===== config.mk =====
export PLATFORM = sky130hd
export DESIGN_NAME = oss_top
export DESIGN_NICKNAME = d
export VERILOG_FILES = /design/src/rtl/oss_top.v
export VERILOG_INCLUDE_DIRS = /design/src /design/src/include
export SDC_FILE = /design/constraint.sdc
export NUM_CORES = 1
export LEC_CHECK = 0
export ABC_AREA = 1
export BUFFER_PORTS_ARGS = -buffer_cell sky130_fd_sc_hd__buf_2
export CORE_MARGIN = 8
export CORE_UTILIZATION = 50
export DETAILED_ROUTE_END_ITERATION = 12
export HOLD_SLACK_MARGIN = 0.03
export PLACE_DENSITY_LB_ADDON = 0.12
export SYNTH_ARGS = -nofsm -noshare
export SYNTH_HDL_FRONTEND = slang
export SYNTH_SLANG_ARGS = --single-unit

===== constraint.sdc =====
create_clock -name clk -period 9.8 [get_ports clk]
set_input_delay 0.98 -clock clk [delete_from_list [all_inputs] [get_ports clk]]
set_output_delay 0.98 -clock clk [all_outputs]
set_load 0.01 [all_outputs]

===== src/include/oss_regs.vh =====
/*
 * constants for the ook slicer and bit synchronizer: apb register map,
 * field positions, reset values and mode codes.
 * assumes a 32-bit apb master and the 25 MHz system clock.
 */
// Operation
// RL1 - slice strength against peak, fixed or average threshold
// RL2 - peak mode threshold is peak minus 6 dB
// RL3 - peak decays one step per period on zero
// RL4 - decaying peak clamps at floor level
// RL5 - period code sets decrement rate per chip
// RL6 - step code sets decrement size 0.5 to 6 dB
// RL7 - fixed mode slices against floor level
// RL8 - average mode low-passes strength, cutoff selectable
// RL9 - sync bypassed when disabled and irq1 low
// RL10 - continuous mode outputs recovered clock on irq1; code drives irq1 only while clock_recovery_disable is 0
// RL11 - buffered or packet mode forces sync on
// RL12 - bit rate is clock over 64 times divider+1
// RL13 - transmitter sends three preamble bytes first; code has no transmit path, the transmit state only turns receive off
// RL14 - clock rising edge centred, realign on transitions
// RL15 - matched rates hold lock over long runs
// RL16 - continuous mode drives bits on data pin
// RL17 - buffered and packet modes route bits to fifo
// RL18 - state select: sleep, standby, synth, receive, transmit
// RL19 - receive chain enabled only in receive state
// RL20 - host programs deviation 00000011 for ook
// RL21 - host matches deviation to incoming fsk
// RL22 - fsk polarity from i/q phase, sync or raw
// RL23 - strength is sliding 16-sample average
// RL24 - path select: continuous, buffered, packet
// RL25 - sample above peak loads immediately as peak
`ifndef OSS_REGS_VH
`define OSS_REGS_VH
// register byte addresses
`define OSS_ADDR_STATE 12'h000
`define OSS_ADDR_SLICE 12'h004
`define OSS_ADDR_RATE 12'h008
`define OSS_ADDR_STATUS 12'h00C
// state register fields
`define OSS_STATE_LSB 0
`define OSS_PATH_LSB 4
`define OSS_DEV_LSB 8
`define OSS_CRD_BIT 16
// slice register fields
`define OSS_TYPE_LSB 0
`define OSS_STEP_LSB 4
`define OSS_PER_LSB 8
`define OSS_CUT_LSB 12
`define OSS_FLOOR_LSB 16
// reset values
`define OSS_STATE_RST 3'h1
`define OSS_DEV_RST 8'h03
`define OSS_FLOOR_RST 8'h0C
`define OSS_BR_RST 8'h07
// operating states
`define OSS_ST_SLEEP 3'h0
`define OSS_ST_STBY 3'h1
`define OSS_ST_SYNTH 3'h2
`define OSS_ST_RX 3'h3
`define OSS_ST_TX 3'h4
// threshold types
`define OSS_THR_PEAK 2'h0
`define OSS_THR_FIXED 2'h1
`define OSS_THR_AVG 2'h2
// 6 dB in half-dB units
`define OSS_PEAK_OFS 8'h0C
// strength window, and divider base of 64 clocks
`define OSS_AVG_LOG 4
`define OSS_BR_BASE 6
`endif


===== src/rtl/oss_top.v =====
/*
 * ook slicer, peak/fixed/average threshold, bit synchronizer and
 * operating-state select with an apb register slave.
 * assumes strength samples in 0.5 dB units arrive on clk with a
 * one-cycle valid, and irq1 pin level is asynchronous.
 */
// The APB slave port and the placing of the registers were left to the implementer.
`timescale 1ns/1ns
`include "oss_regs.vh"
module oss_top #(
    parameter SW = 8
) (
    input wire clk,
    input wire arst_n,
    input wire psel,
    input wire penable,
    input wire pwrite,
    input wire [11:0] paddr,
    input wire [31:0] pwdata,
    output reg [31:0] prdata,
    output reg pready,
    output reg pslverr,
    input wire [SW-1:0] sample_in,
    input wire sample_valid,
    input wire fsk_bit_in,
    input wire irq1_pin_in,
    output reg data_pin_out,
    output reg data_pin_oe,
    output reg irq1_pin_out,
    output reg irq1_pin_oe,
    output reg fifo_bit,
    output reg fifo_bit_valid,
    output reg rx_chain_enable
);
    reg [2:0] operating_state_select;
    reg [1:0] data_path_select;
    reg [7:0] deviation_setting;
    reg clock_recovery_disable;
    reg [1:0] slicer_threshold_type;
    reg [2:0] peak_decay_step;
    reg [2:0] peak_decay_period;
    reg [1:0] average_filter_cutoff;
    reg [SW-1:0] slicer_floor_level;
    reg [7:0] bit_rate_divider;
    reg ook_mode;
    reg [1:0] irq1_sync;
    reg [SW+`OSS_AVG_LOG-1:0] win_sum;
    reg [SW-1:0] win_mem [0:15];
    reg [3:0] win_ptr;
    reg [SW-1:0] signal_strength_value;
    reg [SW-1:0] peak;
    reg [SW+5:0] avg_acc;
    reg [SW-1:0] threshold;
    reg slice_bit;
    reg [14:0] chip_cnt;
    reg [3:0] sub_cnt;
    reg [14:0] ph_cnt;
    reg last_in;
    reg sync_bit;
    reg recovered_data_clock;
    reg recovered_data_clock_d;
    wire apb_wr = psel & penable & pwrite;
    wire apb_rd = psel & penable & ~pwrite;
    wire rx_on = (operating_state_select == `OSS_ST_RX);
    wire cont_mode = (data_path_select == 2'h0);
    // divider 0xFF needs the 15th bit: 256 * 64 clocks
    wire [14:0] bit_period = {{1'b0, bit_rate_divider} + 9'h001, 6'h00};
    wire [14:0] half_period = {1'b0, bit_period[14:1]};
    wire raw_bit = ook_mode ? slice_bit : fsk_bit_in; // [RL22]
    wire sync_on = ~cont_mode | ~clock_recovery_disable | irq1_sync[1]; // [RL9] [RL11]
    wire [SW:0] peak_less = {1'b0, peak} - {1'b0, slicer_floor_level};
    // running window sum and filter output, cut on purpose
    wire [SW+`OSS_AVG_LOG-1:0] win_next = win_sum + sample_in - win_mem[win_ptr];
    wire [SW+5:0] avg_shift = avg_acc >> ({1'b0, average_filter_cutoff} + 3'h3);
    reg [SW-1:0] step_size;
    reg decay_tick;
    reg [14:0] chip_len;

    // apb slave, zero wait states, unmapped reads zero and error
    always @(posedge clk or negedge arst_n) begin
        if (!arst_n) begin
            operating_state_select <= `OSS_STATE_RST;
            data_path_select <= 2'h0;
            deviation_setting <= `OSS_DEV_RST;
            clock_recovery_disable <= 1'b0;
            slicer_threshold_type <= `OSS_THR_PEAK;
            peak_decay_step <= 3'h0;
            peak_decay_period <= 3'h0;
            average_filter_cutoff <= 2'h0;
            slicer_floor_level <= `OSS_FLOOR_RST;
            bit_rate_divider <= `OSS_BR_RST;
            ook_mode <= 1'b1;
            prdata <= 32'h00000000;
            pready <= 1'b0;
            pslverr <= 1'b0;
        end else begin
            pready <= psel & ~penable;
            pslverr <= 1'b0;
            if (psel & ~penable) begin
                if (paddr == `OSS_ADDR_STATE) begin
                    prdata <= {15'h0000, clock_recovery_disable, deviation_setting, 2'h0, data_path_select,
                        1'b0, operating_state_select};
                end else if (paddr == `OSS_ADDR_SLICE) begin
                    prdata <= {{(16-SW){1'b0}}, slicer_floor_level, 2'h0, average_filter_cutoff,
                        1'b0, peak_decay_period, 1'b0, peak_decay_step, ook_mode, 1'b0, slicer_threshold_type};
                end else if (paddr == `OSS_ADDR_RATE) begin
                    prdata <= {24'h000000, bit_rate_divider};
                end else if (paddr == `OSS_ADDR_STATUS) begin
                    prdata <= {{(16-SW){1'b0}}, threshold, {(16-SW){1'b0}}, signal_strength_value};
                end else begin
                    prdata <= 32'h00000000;
                    pslverr <= 1'b1;
                end
                if (pwrite) begin
                    prdata <= 32'h00000000;
                end
            end
            if (apb_wr && paddr == `OSS_ADDR_STATE) begin
                operating_state_select <= pwdata[`OSS_STATE_LSB+2:`OSS_STATE_LSB]; // [RL18]
                data_path_select <= pwdata[`OSS_PATH_LSB+1:`OSS_PATH_LSB]; // [RL24]
                deviation_setting <= pwdata[`OSS_DEV_LSB+7:`OSS_DEV_LSB];
                clock_recovery_disable <= pwdata[`OSS_CRD_BIT];
            end
            if (apb_wr && paddr == `OSS_ADDR_SLICE) begin
                slicer_threshold_type <= pwdata[`OSS_TYPE_LSB+1:`OSS_TYPE_LSB];
                ook_mode <= pwdata[`OSS_TYPE_LSB+3];
                peak_decay_step <= pwdata[`OSS_STEP_LSB+2:`OSS_STEP_LSB];
                peak_decay_period <= pwdata[`OSS_PER_LSB+2:`OSS_PER_LSB];
                average_filter_cutoff <= pwdata[`OSS_CUT_LSB+1:`OSS_CUT_LSB];
                slicer_floor_level <= pwdata[`OSS_FLOOR_LSB+SW-1:`OSS_FLOOR_LSB];
            end
            if (apb_wr && paddr == `OSS_ADDR_RATE) begin
                bit_rate_divider <= pwdata[7:0];
            end
        end
    end

    // irq1 pin level synchroniser
    always @(posedge clk or negedge arst_n) begin
        if (!arst_n) begin
            irq1_sync <= 2'h0;
        end else begin
            irq1_sync <= {irq1_sync[0], irq1_pin_in};
        end
    end

    // step size in half-dB units and decrement tick from period code
    always @* begin
        step_size = {SW{1'b0}};
        case (peak_decay_step) // [RL6]
            3'h0: step_size[3:0] = 4'h1;
            3'h1: step_size[3:0] = 4'h2;
            3'h2: step_size[3:0] = 4'h3;
            3'h3: step_size[3:0] = 4'h4;
            3'h4: step_size[3:0] = 4'h6;
            3'h5: step_size[3:0] = 4'h8;
            3'h6: step_size[3:0] = 4'hA;
            default: step_size[3:0] = 4'hC;
        endcase
        chip_len = peak_decay_period[2] ? (bit_period >> ({1'b0, peak_decay_period[1:0]} + 3'h1)) : bit_period;
        decay_tick = 1'b0;
        if (peak_decay_period[2]) begin
            decay_tick = (chip_cnt == chip_len - 15'h0001); // [RL5]
        end else begin
            decay_tick = (chip_cnt == bit_period - 15'h0001) && ((sub_cnt & ((4'h1 << peak_decay_period[1:0])
                - 4'h1)) == 4'h0); // [RL5]
        end
    end

    // sliding window of 16 strength samples
    always @(posedge clk or negedge arst_n) begin
        if (!arst_n) begin
            win_sum <= {(SW+`OSS_AVG_LOG){1'b0}};
            win_ptr <= 4'h0;
            signal_strength_value <= {SW{1'b0}};
        end else if (rx_on && sample_valid) begin
            win_sum <= win_next; // [RL23]
            win_ptr <= win_ptr + 4'h1;
            signal_strength_value <= win_next[SW+`OSS_AVG_LOG-1:`OSS_AVG_LOG]; // [RL23]
        end
    end

    // window memory, cleared at reset one entry per generate
    genvar gi;
    generate
        for (gi = 0; gi < 16; gi = gi + 1) begin : g_win
            always @(posedge clk or negedge arst_n) begin
                if (!arst_n) begin
                    win_mem[gi] <= {SW{1'b0}};
                end else if (rx_on && sample_valid && win_ptr == gi) begin
                    win_mem[gi] <= sample_in;
                end
            end
        end
    endgenerate

    // peak tracker with decay clamped at floor, and average filter
    always @(posedge clk or negedge arst_n) begin
        if (!arst_n) begin
            peak <= {SW{1'b0}};
            avg_acc <= {(SW+6){1'b0}};
        end else if (!rx_on) begin
            peak <= slicer_floor_level;
        end else begin
            if (signal_strength_value > peak) begin
                peak <= signal_strength_value; // [RL25]
            end else if (decay_tick && !slice_bit) begin
                if (peak_less > {1'b0, step_size}) begin
                    peak <= peak - step_size; // [RL3]
                end else begin
                    peak <= slicer_floor_level; // [RL4]
                end
            end
            if (sample_valid) begin
                avg_acc <= avg_acc + signal_strength_value - avg_shift; // [RL8]
            end
        end
    end

    // threshold select and comparator
    always @(posedge clk or negedge arst_n) begin
        if (!arst_n) begin
            threshold <= {SW{1'b0}};
            slice_bit <= 1'b0;
        end else begin
            case (slicer_threshold_type) // [RL1]
                `OSS_THR_PEAK: threshold <= ({1'b0, peak} > {1'b0, slicer_floor_level} + {1'b0, `OSS_PEAK_OFS}) ?
                    peak - `OSS_PEAK_OFS : slicer_floor_level; // [RL2] [RL4]
                `OSS_THR_FIXED: threshold <= slicer_floor_level; // [RL7]
                default: threshold <= avg_shift[SW-1:0]; // [RL8]
            endcase
            slice_bit <= rx_on && (signal_strength_value > threshold); // [RL1]
        end
    end

    // bit clock: free-running period counter, realigned on transitions
    always @(posedge clk or negedge arst_n) begin
        if (!arst_n) begin
            chip_cnt <= 15'h0000;
            sub_cnt <= 4'h0;
            ph_cnt <= 15'h0000;
            last_in <= 1'b0;
            sync_bit <= 1'b0;
            recovered_data_clock <= 1'b0;
            recovered_data_clock_d <= 1'b0;
        end else begin
            chip_cnt <= (chip_cnt >= chip_len - 15'h0001) ? 15'h0000 : chip_cnt + 15'h0001;
            if (chip_cnt == bit_period - 15'h0001) begin
                sub_cnt <= sub_cnt + 4'h1;
            end
            last_in <= raw_bit;
            recovered_data_clock_d <= recovered_data_clock;
            if (raw_bit != last_in) begin
                ph_cnt <= 15'h0000; // [RL14]
            end else if (ph_cnt >= bit_period - 15'h0001) begin
                ph_cnt <= 15'h0000; // [RL15]
            end else begin
                ph_cnt <= ph_cnt + 15'h0001; // [RL12]
            end
            recovered_data_clock <= rx_on && (ph_cnt >= half_period); // [RL14]
            if (ph_cnt == half_period) begin
                sync_bit <= raw_bit; // [RL14]
            end
        end
    end

    // output routing per data path
    always @(posedge clk or negedge arst_n) begin
        if (!arst_n) begin
            data_pin_out <= 1'b0;
            data_pin_oe <= 1'b0;
            irq1_pin_out <= 1'b0;
            irq1_pin_oe <= 1'b0;
            fifo_bit <= 1'b0;
            fifo_bit_valid <= 1'b0;
            rx_chain_enable <= 1'b0;
        end else begin
            rx_chain_enable <= rx_on; // [RL19]
            data_pin_oe <= rx_on && cont_mode; // [RL16]
            data_pin_out <= rx_on && cont_mode && (sync_on ? sync_bit : raw_bit); // [RL9] [RL22]
            // clock pin only when sync is not disabled, so its own low half cannot look like a host hold
            irq1_pin_oe <= rx_on && cont_mode && !clock_recovery_disable; // [RL10]
            irq1_pin_out <= rx_on && cont_mode && !clock_recovery_disable && recovered_data_clock; // [RL10]
            fifo_bit <= sync_bit; // [RL11]
            fifo_bit_valid <= rx_on && !cont_mode && recovered_data_clock && !recovered_data_clock_d; // [RL17]
        end
    end
endmodule // oss_top


==> impl_metrics.yaml, run 1 <==
critical_path:
  start_kind: "flip-flop"
  cpPeakStageDelay_ps: 680
  cp_slowest_cell: "dfstp_2"
  critPathBufInv: 1
  crit_chain: "ha_1, nand2_1, nand2_1, o21ai_0, a22oi_2, nand3_1, nor2_2, nand4_1, inv_1, nand2_1, o21bai_1, nand2_1, ha_1, nand4_1, or3_1, nor4b_1, a211oi_1, o21ai_1, nor2_1"
  crit_type: "flip-flop to flip-flop"
  crit_required_ps: 10170
  ff2ff_setup_slack_ps: 5070
  cp-end-kind: "flip-flop"
  crit_path_frequent_cell: "nand2_1"
  worstPathArrival_ps: 5100
  crit_family: "simple AND/OR/NAND/NOR gates"
  cp_max_fo: 15
global_route:
  track_usage_pct: 22.6
  grt_max_degree: 110
  grt_pass1_wl_mm: 76.9
  overflow: 0
  grt_pass1_vias: 14600
  antenna_found_initial: 0
power_and_ir_drop:
  power_leakage_nw: 9.46
  power_w: 0.00267
  p_sw_share_pct: 22.3
  power.density_nw_per_um2: 137
  p_clk_share_pct: 51.6
  seq_power_share_pct: 44.8
  power_switching_w: 0.000595
  vdd_drop_max_uv: 198
  intPower_w: 0.00208
  comb_power_share_pct: 3.6
clock_network:
  insertion_delay_ps: 530
  h-tree-depth: 2
  clock_sinks: 288
  cts_buffers: 35
  hold_buffers: 0
  cts_buffer_depth: 3
  cts_setup_buffers: 0
  cts.repair.resized: 0
  cts.reportedPaths.clkPinSlew_ps: 60
  cts_root_buf: "clkbuf_16"
  cts_tree: "done"
synthesis:
  post-synth-top-area-fraction_pct: 39.9
  yosys_warnings: 0
  synth_compound_area_share_pct: 16.0
  netlist_instances: 2217
  async_flop_share_pct: 100
  synth-seq-cells: 288
  synthSimpleGateAreaFrac_pct: 21.2
  synthMuxAreaShare_pct: 0.886
  synth-adder-area-share_pct: 9.85
  avgSynthCellArea_sq_um: 7.90
  yosysMostFrequentCell: "nand2_1"
  synth_top_family_by_area: "simple AND/OR/NAND/NOR gates"
  synth_top_area_cell: "dfrtp_1"
  synth_common_cells: "nand2_1 (519), o21ai_0 (309), dfrtp_1 (279)"
  synth_xor_area_share_pct: 3.15
  ys_types: 60
  netlist_area_sq_um: 17500
  synth_edf_count: 0
  synth_area_leaders: "dfrtp_1 (40%), nand2_1 (11%), o21ai_0 (8.8%)"
  synth_flop_cell: "dfrtp_1"
  seq_area_frac_synth_pct: 41.2
drt:
  via_count: 15000
  dr.pass1.iters: 5
  drcViolationCount: 0
  vias_per_cell: 5.45
  wl_mm: 46.8
  ant_nets: 0
  avgRoutedWirePerCell_um: 17.0
  drt-initial-drc-count: 1062
timing:
  min_period_ps: 4730
  rsz0062_at_grt: "no"
  maxSlewHeadroom_pct: 21.2
  finalHoldViolCount: 0
  max_slew.worst_pin.slew_ps: 1180
  fmax_mhz: 211
  setup_ws_ps: 5070
  setup_viol: 0
  fin_crit_sh_pct: 48.3
  maxSlewViolCount: 0
  setup_tns_ps: 0
  fin_skew_ps: 19.6
floorplan:
  dieArea_sq_um: 41300
  ios: 101
  core.rowCount: 68
  initial_core_util_pct: 50.7
  fp.coreArea_sq_um: 34500
  die_h_um: 203
  die_w_um: 203
worst_hold_path:
  hp-class: "flip-flop to flip-flop"
final_layout:
  finalNonFillerCells: 2747
  syn_to_final_growth_pct: 11.2
  nNetsFinal: 2452
  diodes: 0
  drive_gt1_share_pct: 9.64
  stdcell_area_sq_um: 19500
placed_design:
  gp_congestion: 0.896
  post-dp-hpwl_mm: 33.2
  place_area_sq_um: 18200
  pre_cts_slack_ps: 5090
  port_buffers: 84
  dp_cells: 2683
outcome:
  status: "complete, no violations"
run:
  drv_cap: 0
[flip-flops by register name, summed over array words and instances (netlist names), 4 cells and up]
name,cells
avg_acc,14
bit_rate_divider,8
chip_cnt,15
deviation_setting,8
peak,8
ph_cnt,15
prdata,24
slicer_floor_level,8
threshold,8
win_mem,128
win_ptr,4
win_sum,12
[worst paths after layout]
| path | end | cells past startpoint | start |
|---|---|---|---|
| max | chip_cnt[5] | 19 | bit_rate_divider[0] |
| min | irq1_sync[1] | 0 | irq1_sync[0] |
| max reg2reg | chip_cnt[5] | 19 | bit_rate_divider[0] |
| min reg2reg | irq1_sync[1] | 0 | irq1_sync[0] |
| max in group asynchronous | win_ptr[0] | 3 | arst_n |
| min in group asynchronous | chip_cnt[0] | 1 | arst_n |
[cell type report]
cell class | instances | area, sq um
clock inverter | 13 | 185
sequential | 288 | 7220
timing repair buffer | 97 | 528
inverter | 247 | 932
fill | 3344 | 15100
tap | 455 | 569
clock buffer | 51 | 1060
multi-input combinational | 1596 | 8980
[routing by layer]
metal  vias to the layer above  GRT usage (%)  wire [um]
met5                         -              0          0
met4                         0           6.81       1150
met3                        85           3.40       2320
met2                       346           37.6      22000
met1                      7118           30.3      21400
li1                       7416              -          -
[kinds of logic (layout without fill, tap and decap cells)]
family	count (synthesis)	count (layout)
AOI/OAI and AO/OA	498	498
xor gates and xnor gates	63	63
adders and majority gates	127	127
buffers and inverters	340	408
DFF	288	288
muxes	14	14
other	1	8
and+or+nand+nor	886	886
[layout by cell type, fill, tap and decap left out, types with 11 or more instances in the layout]
| master | instances |
|---|---|
| dfrtp_1 | 278 |
| nor3_1 | 13 |
| fa_1 | 18 |
| xnor2_1 | 18 |
| a32o_1 | 12 |
| o21bai_1 | 11 |
| mux2_2 | 11 |
| inv_1 | 239 |
| buf_4 | 13 |
| buf_2 | 83 |
| o211ai_1 | 15 |
| clkbuf_16 | 36 |
| o21ai_0 | 309 |
| ha_1 | 109 |
| nor2_1 | 191 |
| nand3_1 | 84 |
| o22ai_1 | 51 |
| nand2_1 | 519 |
| nand4_1 | 28 |
| a21oi_1 | 60 |
| xor2_1 | 45 |
[power by group through the flow]
stage               combinational [W]  clock (W)  sequential, W
floorplan                   0.0000468          0        0.00122
global placement            0.0000964          0        0.00122
detailed placement          0.0000977          0        0.00122
CTS                         0.0000981    0.00141        0.00120
global route                 0.000110    0.00145        0.00120
finish                      0.0000957    0.00138        0.00120
[through the flow]
stage | utilization, % | hold slack [ps]
2_1_floorplan | - | 331
3_3_place_gp | 52.8 | 337
3_5_place_dp | 52.8 | 338
4_1_cts | 56.4 | 350
5_1_grt | 56.4 | 355
6_report | 56.4 | 348
Power figures use the tool's default switching activity.
==> run 2: changes to the inputs <==
clock period = 4.73 ns   (was 9.8 ns; I/O delays follow)
==> run 2 against run 1 <==
  * Core utilization increased by 0.15 points
  * Worst hold slack worse by 230 ps
  * Die area unchanged
  * Critical path depth up 5
  * Count of clock-buffer cells in the layout is 1 lower
  * Total power rose by 100%
  * Maximum frequency rose by 12%
==> impl_metrics.yaml, run 2 (same netlist as run 1, synthesis figures left out) <==
floorplan:
  die_h_um: 203
  initial_core_util_pct: 50.7
  fp.coreArea_sq_um: 34500
  core.rowCount: 68
  ios: 101
  die_w_um: 203
  dieArea_sq_um: 41300
clock_network:
  cts_tree: "done"
  cts_buffer_depth: 3
  insertion_delay_ps: 550
  cts_root_buf: "clkbuf_16"
  clock_sinks: 288
  h-tree-depth: 2
  cts.reportedPaths.clkPinSlew_ps: 60
  cts_setup_buffers: 0
  cts_buffers: 35
placed_design:
  port_buffers: 84
  post-dp-hpwl_mm: 33.9
  dp_cells: 2693
  gp_congestion: 0.899
final_layout:
  top_regs: "win_mem x128, prdata x24"
  regMostFlops: "win_mem"
  nNetsFinal: 2464
  drive_gt1_share_pct: 9.94
  diodes: 0
  final_common_cell: "nand2_1"
  syn_to_final_growth_pct: 11.5
  finalNonFillerCells: 2759
  most-common-layout-cells: "nand2_1 (519), o21ai_0 (309), dfrtp_1 (278)"
  largest_reg_flops: 128
timing:
  setup_tns_ps: 0
  maxSlewViolCount: 0
  maxSlewHeadroom_pct: 26.5
  finalHoldViolCount: 0
  max_slew.worst_pin.slew_ps: 1100
  fmax_mhz: 236
  setup_viol: 0
  rsz0062_at_grt: "no"
  fin_crit_sh_pct: 89.4
  fin_skew_ps: 11.7
  min_period_ps: 4230
drt:
  drcViolationCount: 0
  avgRoutedWirePerCell_um: 17.3
  vias_per_cell: 5.48
  drt-initial-drc-count: 1058
  wl_mm: 47.9
  dr.pass1.iters: 7
  ant_nets: 0
  via_count: 15100
critical_path:
  crit_type: "flip-flop to flip-flop"
  ff2ff_setup_slack_ps: 500
  crit_required_ps: 5210
  cpPeakStageDelay_ps: 590
  regToRegStartpoint: "bit_rate_divider[1]"
  crit_path_frequent_cell: "nand2_1"
  cp-end-kind: "flip-flop"
  reg2reg_depth: 24
  start_kind: "flip-flop"
  cp_max_fo: 9
  cp_slowest_cell: "dfstp_2"
  reg2reg_to: "peak[2]"
  worstPathArrival_ps: 4710
  crit_chain: "ha_1, nand2_1, nand2_1, o21ai_0, nand2_1, o21ai_0, nor2_2, nand2_1, nor2_2, nand4_1, inv_1, nand2_1, o21bai_1, nand2_1, ha_1, nand4_1, or3_1, nor4b_2, nor2_1, nor2_1, nand2_4, nand2_4, nand2_1, nand2_1"
  crit_family: "simple AND/OR/NAND/NOR gates"
  critPathBufInv: 1
worst_hold_path:
  hp-class: "input port to flip-flop"
  hold_start: "penable"
  holdPathEnd: "pready"
  whs_path_depth: 2
global_route:
  track_usage_pct: 23.1
  grt_pass1_wl_mm: 77.7
  grt_max_degree: 101
  overflow: 0
  grt_pass1_vias: 14600
  antenna_found_initial: 0
run:
  drv_cap: 0
power_and_ir_drop:
  power_leakage_nw: 9.50
  vdd_drop_max_uv: 283
  power.density_nw_per_um2: 278
outcome:
  status: "complete, no violations"
==> run 2: cell types whose count changed in the layout (fill, tap and decap cells not counted), sizes merged <==
cell | before | now
bufinv | 4 | 3
clkinv | 10 | 14
clkinvlp | 2 | 0
dlygate4sd3 | 0 | 2
clkbuf | 51 | 50
buf | 97 | 107
==> run 2: worst max path at each step <==
stage | startpoint | endpoint | slack [ps] | cells past startpoint
2_1_floorplan | win_ptr[0] | win_sum[10] | 1010 | 22
3_3_place_gp | bit_rate_divider[1] | chip_cnt[14] | 410 | 22
3_5_place_dp | bit_rate_divider[1] | chip_cnt[12] | 280 | 22
4_1_cts | bit_rate_divider[1] | chip_cnt[12] | 260 | 22
5_1_grt | bit_rate_divider[1] | peak[5] | 100 | 24
6_report | bit_rate_divider[1] | peak[2] | 500 | 24
==> run 2: area by class of cell <==
| class | count | area, sq um |
|---|---|---|
| Fill cell | 3278 | 15000 |
| Clock inverter | 14 | 160 |
| Timing Repair Buffer | 109 | 648 |
| Inverter | 247 | 932 |
| Sequential cell | 288 | 7220 |
| Clock buffer | 50 | 1000 |
| Tap cell | 455 | 569 |
| Multi-Input combinational cell | 1596 | 8990 |
==> run 2: through the flow <==
stage	worst slack, ps	util (%)	instance area (sq um)	hold WS, ps	power, W
2_1_floorplan	1010	-	17500	177	0.00262
3_3_place_gp	407	53.1	18300	337	0.00273
3_5_place_dp	276	53.1	18300	338	0.00273
4_1_cts	263	56.5	19500	92.4	0.00549
5_1_grt	98.6	56.5	19500	124	0.00561
6_report	499	56.5	19500	119	0.00543
==> run 2: where the power goes <==
group	internal (W)	total, W	switching (W)
combinational	0.0000598	0.000213	0.000153
sequential	0.00247	0.00248	0.00000476
clock	0.00165	0.00274	0.00109
total	0.00418	0.00543	0.00125
==> run 2: what timing repair did <==
item	4_1_cts	5_1_grt
gates resized for setup	0	2
hold buffers	2	0
setup endpoints to repair	0	17
hold endpoints to repair	90	0
==> run 2: routing by layer <==
layer | share of wire [%] | global-route usage (%) | wire length (um) | up-vias
met5 | 0 | 0 | 0 | -
met4 | 2.5 | 7.41 | 1190 | 0
met3 | 5.0 | 3.11 | 2410 | 82
met2 | 47 | 38.7 | 22600 | 371
met1 | 45 | 30.8 | 21700 | 7214
li1 | - | - | - | 7445
